$ cat config.mk
export PLATFORM = sky130hd
export DESIGN_NAME = gtm_guard_timer
export DESIGN_NICKNAME = d
export VERILOG_FILES = /design/src/inc/gtm_pkg.sv /design/src/logic/gtm_guard_timer.sv /design/src/logic/gtm_sync.sv
export VERILOG_INCLUDE_DIRS = /design/src /design/src/inc
export SDC_FILE = /design/constraint.sdc
export NUM_CORES = 1
export LEC_CHECK = 0
export BUFFER_PORTS_ARGS = -buffer_cell sky130_fd_sc_hd__buf_2
export CAP_MARGIN = 0
export CORE_ASPECT_RATIO = 0.75
export CORE_MARGIN = 2
export CORE_UTILIZATION = 55
export CTS_CLUSTER_SIZE = 24
export DETAILED_ROUTE_END_ITERATION = 10
export GPL_TIMING_DRIVEN = 1
export PLACE_DENSITY = 0.76
export SYNTH_ARGS = -nofsm -noshare
export SYNTH_HDL_FRONTEND = slang
export SYNTH_HIERARCHICAL = 1
export SYNTH_SLANG_ARGS = --single-unit
$ cat constraint.sdc
create_clock -name core_clk -period 2.05 [get_ports core_clk]
set_input_delay 0 -clock core_clk [delete_from_list [all_inputs] [get_ports core_clk]]
set_output_delay 0 -clock core_clk [all_outputs]
set_load 0.01 [all_outputs]
$ cat src/inc/gtm_consts.svh
// constants of the guard timer: offsets, field positions, reset values, keys
`ifndef GTM_CONSTS_SVH
`define GTM_CONSTS_SVH
`define GTM_MASTER_ADDR   8'hf0
`define GTM_COMMAND_ADDR  8'hf1
`define GTM_RUN_BIT       7
`define GTM_PER_HI        6
`define GTM_PER_LO        5
`define GTM_EXT_BIT       4
`define GTM_RSVD_VALUE    4'h3
`define GTM_RUN_RESET     1'h1
`define GTM_PER_RESET     2'h3
`define GTM_EXT_RESET     1'h1
`define GTM_KEY_STOP      8'hb1
`define GTM_KEY_RESTART   8'h4e
`define GTM_PULSE_CYCLES  16
`define GTM_SHIFT_BASE    16
`endif

$ cat src/inc/gtm_pkg.sv
// types of the guard timer
package gtm_pkg;
  typedef enum logic [1:0] {
    GTM_P16,
    GTM_P18,
    GTM_P20,
    GTM_P22
  } gtm_period_t;
  typedef enum logic [1:0] {
    GTM_RUNNING,
    GTM_STOPPED,
    GTM_FIRING
  } gtm_state_t;
endpackage : gtm_pkg

$ cat src/logic/gtm_guard_timer.sv
// guard timer: master and command registers, counter, timeout reset
//
// Summary of operation
// - timeout acts as active-low reset merged with synchronised reset pin level to reset the core.
// - run enable at master bit 7, set by reset, software may set it.
// - stop only by clearing run enable and then writing stop key.
// - restart key written to command register clears the count.
// - period field bits 6-5 selects 2^16..2^22 cycles; reset value 11.
// - master bit 4 set: timeout drives reset pin low; else internal only.
// - reset pin driven open-drain; external mode is the default.
// - master bits 3-0 reserved, read back fixed pattern 0011.
// - master register at io F0, command register at F1.
// - command register write-only, reads return no stored value.
// - no halt-mode field in the master register.
`timescale 1ns/1ps
`default_nettype none
`include "gtm_consts.svh"
module gtm_guard_timer #(
  parameter int PULSE_CYCLES = `GTM_PULSE_CYCLES
) (
  input  wire logic core_clk,
  input  wire logic rst_n,
  input  wire logic [7:0] ioAddr,
  input  wire logic [7:0] ioWrData,
  input  wire logic ioWr,
  input  wire logic ioRd,
  output logic      [7:0] ioRdData,
  output logic      ioRdHit,
  input  wire logic resetPinIn,
  output logic      resetPinOut,
  output logic      resetPinOe,
  output logic      coreReset_n,
  output gtm_pkg::gtm_state_t guardState,
  output logic      timeoutPulse
);
  import gtm_pkg::*;

  initial begin
    if (PULSE_CYCLES < 1 || PULSE_CYCLES > 255) $error("PULSE_CYCLES out of range");
  end

  // ------------------------------------------------------------
  // register decode
  // ------------------------------------------------------------
  logic masterWr;
  logic commandWr;
  logic keyStop;
  logic keyRestart;
  assign masterWr   = ioWr && (ioAddr == `GTM_MASTER_ADDR);
  assign commandWr  = ioWr && (ioAddr == `GTM_COMMAND_ADDR);
  assign keyStop    = commandWr && (ioWrData == `GTM_KEY_STOP);
  assign keyRestart = commandWr && (ioWrData == `GTM_KEY_RESTART);

  // ------------------------------------------------------------
  // master register fields
  // ------------------------------------------------------------
  logic        runEnable;
  gtm_period_t periodSel;
  logic        extReset;
  logic        pinSync;
  logic        firing;
  logic [7:0]  pulseCnt;

  // the enable bit only records intent; stopping needs the key as well
  always_ff @(posedge core_clk) begin
    if (!rst_n) begin
      runEnable <= `GTM_RUN_RESET;
      periodSel <= gtm_period_t'(`GTM_PER_RESET);
      extReset  <= `GTM_EXT_RESET;
    end else if (masterWr) begin
      runEnable <= ioWrData[`GTM_RUN_BIT];
      periodSel <= gtm_period_t'(ioWrData[`GTM_PER_HI:`GTM_PER_LO]);
      extReset  <= ioWrData[`GTM_EXT_BIT];
    end
  end

  // ------------------------------------------------------------
  // state and counter
  // ------------------------------------------------------------
  gtm_state_t state;
  logic [21:0] count;
  logic [21:0] limit;
  logic        periodChange;
  logic        expired;

  always_comb begin
    unique case (periodSel)
      GTM_P16: limit = 22'h00ffff;
      GTM_P18: limit = 22'h03ffff;
      GTM_P20: limit = 22'h0fffff;
      GTM_P22: limit = 22'h3fffff;
    endcase
  end

  assign periodChange = masterWr &&
                        (ioWrData[`GTM_PER_HI:`GTM_PER_LO] != periodSel);
  assign expired      = (state == GTM_RUNNING) && (count == limit);

  always_ff @(posedge core_clk) begin
    if (!rst_n) begin
      state <= GTM_RUNNING;
    end else begin
      unique case (state)
        GTM_RUNNING: begin
          if (expired) begin
            state <= GTM_FIRING;
          end else if (keyStop && !runEnable) begin
            state <= GTM_STOPPED;
          end
        end
        GTM_STOPPED: begin
          if (masterWr && ioWrData[`GTM_RUN_BIT]) begin
            state <= GTM_RUNNING;
          end
        end
        GTM_FIRING: begin
          if (pulseCnt == 8'(PULSE_CYCLES - 1)) begin
            state <= GTM_RUNNING;
          end
        end
        default: state <= GTM_RUNNING;
      endcase
    end
  end

  // among command bytes only the two keys touch the count; any other command byte is ignored
  always_ff @(posedge core_clk) begin
    if (!rst_n) begin
      count <= 22'h000000;
    end else if (state != GTM_RUNNING) begin
      count <= 22'h000000;
    end else if (keyRestart || periodChange || expired) begin
      count <= 22'h000000;
    end else begin
      count <= count + 22'h000001;
    end
  end

  always_ff @(posedge core_clk) begin
    if (!rst_n) begin
      pulseCnt <= 8'h00;
    end else if (state == GTM_FIRING) begin
      pulseCnt <= pulseCnt + 8'h01;
    end else begin
      pulseCnt <= 8'h00;
    end
  end

  always_ff @(posedge core_clk) begin
    if (!rst_n) begin
      firing       <= 1'b0;
      timeoutPulse <= 1'b0;
    end else begin
      firing       <= expired || (state == GTM_FIRING &&
                      pulseCnt != 8'(PULSE_CYCLES - 1));
      timeoutPulse <= expired;
    end
  end

  // ------------------------------------------------------------
  // reset outputs
  // ------------------------------------------------------------
  gtm_sync u_pin_sync (
    .core_clk (core_clk),
    .rst_n    (rst_n),
    .din      (resetPinIn),
    .dout     (pinSync)
  );

  // open drain: only ever pulls low, never drives high
  assign resetPinOut = 1'b0;
  assign resetPinOe  = firing && extReset;
  // timeout is ORed low-active into the core reset; the pin level is seen too
  assign coreReset_n = !firing && pinSync;
  assign guardState  = state;

  // ------------------------------------------------------------
  // read data
  // ------------------------------------------------------------
  // command register has no read path; the halt field does not exist
  always_ff @(posedge core_clk) begin
    if (!rst_n) begin
      ioRdData <= 8'h00;
      ioRdHit  <= 1'b0;
    end else begin
      ioRdHit  <= ioRd && (ioAddr == `GTM_MASTER_ADDR);
      if (ioRd && ioAddr == `GTM_MASTER_ADDR) begin
        ioRdData <= {runEnable, periodSel, extReset, `GTM_RSVD_VALUE};
      end else begin
        ioRdData <= 8'h00;
      end
    end
  end
endmodule : gtm_guard_timer
`default_nettype wire

$ cat src/logic/gtm_sync.sv
// two-flop synchroniser for the reset pin level
`timescale 1ns/1ps
`default_nettype none
module gtm_sync (
  input  wire logic core_clk,
  input  wire logic rst_n,
  input  wire logic din,
  output logic      dout
);
  logic stage1;
  always_ff @(posedge core_clk) begin
    if (!rst_n) begin
      stage1 <= 1'b1;
      dout   <= 1'b1;
    end else begin
      stage1 <= din;
      dout   <= stage1;
    end
  end
endmodule : gtm_sync
`default_nettype wire

* Yosys cells after proc, flatten, opt, wreduce, memory -nomap -nowiden
Cells that the tools add are included.
** Word-level totals
- Bits in registers :: 49
- Bits of input ports :: 21
- Output and inout port bits :: 15
- Word-level logic and storage cells :: 63
** Cells by class
- Add/sub/neg operators :: 2
- Equal/unequal tests :: 16
- Multiplexer cells :: 7
- Bitwise logic cells :: 1
- Reduce and logical (&&, ||, !) cells :: 24
** Operators with widths (number)
- case mux 22 bit (4 select lines) :: 1
- == test 8 bit, second input constant :: 3
- adder 22 x 1 -> 22 bit, second input constant :: 1
- == test 22 bit :: 1
- logical AND 1 bit :: 12
- 2-to-1 mux 2 bit :: 5
- adder 8 x 1 -> 8 bit, second input constant :: 1
- == test 8 x 4 -> 1 bit, second input constant :: 1
- == test 8 x 7 -> 1 bit, second input constant :: 1
- inequality test 8 x 4 -> 1 bit, second input constant :: 1
- == test 2 bit, second input constant :: 3
- case mux 2 bit (3 select lines) :: 1
- == test 2 x 1 -> 1 bit, second input constant :: 2
- zero test 2 bit :: 2
- inequality test 2 bit, second input constant :: 2
- AND reduction 2 bit :: 2
- logical OR 1 bit :: 3
- inequality test 3 x 2 -> 1 bit, second input constant :: 1
- AND reduction 3 bit :: 1
- OR reduction 3 bit :: 1
- zero test 1 bit :: 2
- inequality test 2 bit :: 1
- nonzero test 2 bit :: 1
- NOT 1 bit :: 1

* Longest topological paths before layout
- Word-level depth :: 7
- Mapped depth :: 7

* Modules after synthesis
The synthesis kept the hierarchy.
** By module, submodules not included
- gtm_guard_timer :: instances 1, cells each 214, area each 2018.2 µm², seq. area each 860.8 µm²
- gtm_sync :: instances 1, cells each 4, area each 52.6 µm², seq. area each 40.0 µm²

* Worst setup path before layout
No wires, ideal clock.
- Path kind :: flip-flop to flip-flop
- Start :: reg count[16]
- End :: reg count[17]
- Library setup time :: 115 ps
- Data arrival time :: 1711 ps
- Required time :: 1935 ps
- Path slack :: 225 ps
- Stages on the path, launching flop included :: 8
- Path through :: dfxtp_1 -> buf_6 -> or3_4 -> a2111oi_4 -> o2111ai_2 -> o211ai_2 -> buf_6 -> nor2_2
** Between the ends
- Word-level cells in the longest chain between the ends :: 4
- Elaborated cells between the ends (all ways) :: 5
- Classes of those cells :: add/sub: 1; eq/ne: 1; reduce/logical: 3
** RTL lines
- start: declaration :: RTL line gtm_guard_timer.sv:81 : logic [21:0] count;
- start signal: assignment :: RTL line gtm_guard_timer.sv:135 : count <= count + 22'h000001;
- parallel branches: the longest is 4 deep, another holds adder 22 x 1 -> 22 bit
Parallel ways; which one is timed is not known.
A chain may end at the register's enable or synchronous reset.

* Worst setup path in the final report
- Start :: in ioAddr[0]
- End :: reg periodSel[0]
** Between the ends
- Word-level cells in the longest chain between the ends :: 2
** RTL lines
- start: declaration :: RTL line gtm_guard_timer.sv:23 : input wire logic [7:0] ioAddr,
- == test 8 bit (no line)
- logical AND 1 bit :: RTL line gtm_guard_timer.sv:49 : assign masterWr = ioWr && (ioAddr == `GTM_MASTER_ADDR);
- end signal: assignment :: RTL line gtm_guard_timer.sv:68 : periodSel <= gtm_period_t'(`GTM_PER_RESET);
- end signal: assignment :: RTL line gtm_guard_timer.sv:72 : periodSel <= gtm_period_t'(ioWrData[`GTM_PER_HI:`GTM_PER_LO]);
- end: declaration :: RTL line gtm_guard_timer.sv:58 : gtm_period_t periodSel;
Every way passes these cells.

==> metrics.txt <==
status=complete, no violations; first-pass GRT wire length=roughly 6300 µm; Hold Buf Count CTS=10; proportion of layout cells with a drive suffix above 1=roughly 29%; CP Buf/Inv Count=3; CTS tree=done; total power draw=1500 µW; # IOs=36; core area=3640 µm²; max cap viols=0; via count=roughly 1600; post-synthesis sequential area ratio=between 40% and 50%; post-route cell area=about 2400 µm²; GRT Resource Usage Total=between 10% and 20%; number of synthesized flops with an enable pin=0; Via density=4.94; buffers added on ports=32; CTS clk-pin slew, worst paths=roughly 0.08 ns; relative slew slack=61.1%; largest cells by area after synthesis=dfxtp_1, xor2_1, nor2_2; H-tree levels=2; cell with the most instances after synthesis=dfxtp_1; crit path kind=in -> reg; pwr/cell area=614 nW/µm²; Peak Freq=520 MHz; CTS buffer count=5; mapped cell area=slightly above 2000 µm²; fill count=slightly below 300; period utilization=93.7%; non-filler instance count after layout=316; Die W=74.9 µm; GP Congestion=roughly 0.8; CP max stage delay=approximately 0.6 ns; worst path required time=2.22 ns; FFs w/ async S/R, synth=0%; Cells after DPL=around 300; Crit Path Max Fanout=7; drt wl/cell=11.5 µm; Hold WC Path Type=in -> reg; setup_tns=0 ns; RSZ-0062 raised after global routing=false; Synth Flop Type=dfxtp_1; CP most frequent cell=dlygate4sd3_1; Post-CTS Resized=0; initial drt markers=39; crit-path cells=dlygate4sd3_1, buf_2, or4_4, mux2i_1, nand2_1, dlygate4sd3_1; Clock Latency Late Sink=about 0.29 ns; Util after Layout=67.2%; first-pass detailed-route iteration total=4; post-synthesis cell type count=46; Die Area=4280 µm²; Synth Register Bits=45; Final ANT Viol Nets=0; cell accounting for the most synthesized area=dfxtp_1; syn_area_per_cell=9.50 µm²; Top Family by Delay on Critical Path=buffers and inverters; Initial Utilization=a little under three fifths; post-placement cell area=2250 µm²; grt total ovfl=0; Sink Count=45; CP max stage cell=or4_4; Post-DP HPWL=about 2600 µm; synth cell count leaders=dfxtp_1, nand2_1, nor2_2; # diodes=0; largest net degree at the start of global routing=23; Layout Skew=0.00665 ns; clk buf depth=2; minimum clock period=roughly 1.9 ns; worst slew pin tran=0.579 ns; Leak=0.000985 µW; fin. max-slew vios=0; Ys Warns=6; WL final=3620 µm; postcts setup bufs=0; Worst setup SP type=primary input; share of the synthesized area in the top cell type=between 40% and 50%; fin nets=286; Die Ht=57.1 µm; clock tree root buffer cell=clkbuf_8; Site Rows=19; Residual DRC=0; Setup violations, final=0; vias in the first global route=around 1400; Cells after Synth=roughly 220; initial antenna violation count=0; VDD IR max=between 0.0004 and 0.0005 V; synth-to-layout area growth=18.1%; Worst Setup End Kind=flop; Hold Vio Cnt, Final=0; Critical Path AT=approximately 2.1 ns
==> metrics by stage <==
stage                     hold slack [ns]  setup WS [ns]
after floorplan                    0.0730          0.225
after global placement              0.200          0.231
after detailed placement            0.199          0.140
after CTS                          0.0330          0.132
after global routing               0.0552         0.0240
final                              0.0498          0.128
==> flip-flops by register name (all words and copies together) (netlist names) <==
name               flops
count                 22
extReset               1
firing                 1
guardState             2
ioRdData               5
periodSel              2
pulseCnt               8
runEnable              1
timeoutPulse           1
u_pin_sync/dout        1
u_pin_sync/stage1      1
==> cells in the final DEF, fill, tap and decap left out, drive strengths merged, types with 3 or more instances in the layout <==
cell / n
o21ai: 3
nand3: 9
xnor2: 8
conb: 3
dfxtp: 45
nor2b: 3
nand2: 20
inv: 5
nor2: 38
clkbuf: 5
nor3: 4
and2: 6
nand4: 10
mux2i: 3
xor2: 19
nand2b: 3
and3: 6
dlygate4sd3: 10
buf: 37
==> worst reg2reg max path: stages, from the launching register on <==
cell and delay (ns):
dfxtp_1 0.40, ha_1 0.27, nand4_1 0.21, nor4_4 0.29, o2111ai_2 0.21, o211ai_2 0.15
buf_12 0.22, nor2_1 0.07
==> layer usage <==
metal | vias to the layer above | wire, µm | global-route usage, %
met2 | 37 | 1560 | 28.4
met3 | 2 | 203 | 5.83
met5 | - | 0 | 0
met1 | 703 | 1840 | 27.0
met4 | 0 | 12 | 4.59
li1 | 820 | - | -
==> path summary, 6_finish.rpt <==
kind | startpoint | endpoint | slack (ns) | depth (start not counted)
min reg2reg | u_pin_sync/stage1$_SDFF_PN1_ | u_pin_sync/dout$_SDFF_PN1_ | 0.42 | 1
max reg2reg | count[0]$_SDFF_PP0_ | count[3]$_SDFF_PP0_ | 0.13 | 7
min | ioWrData[7] | runEnable$_SDFFE_PN1P_ | 0.05 | 3
max | ioAddr[0] | periodSel[0]$_SDFFE_PN1P_ | 0.13 | 6
==> cell type report <==
class                           count  area, µm²  share of cell area [%]
Multi-Input combinational cell    160       1060                    43.5
Sequential cell                    45        901                    36.8
Timing Repair Buffer               47        310                    12.7
Clock buffer                        5       68.8                    2.81
Tap cell                           52       65.1                    2.66
Clock inverter                      3       21.3                   0.870
Inverter                            4       15.0                   0.614
==> where the power goes <==
group	switching, µW	internal (µW)	total, µW	leakage, µW
clock	293	242	535	0.0000445
sequential	6.11	880	887	0.000364
combinational	40.8	39.3	80.1	0.000576
==> cell families (layout without fill, tap and decap cells) <==
logic type	Yosys count	in the layout	synth area share [%]
fa+ha+maj	2	2	1.21
flops	45	45	43.5
simple gates	112	112	30.8
compound gates	13	13	5.92
buf+inv	15	59	5.50
mux	3	3	1.45
other cells	1	3	0.181
xor+xnor	27	27	11.4
Power figures use the tool's default switching activity.
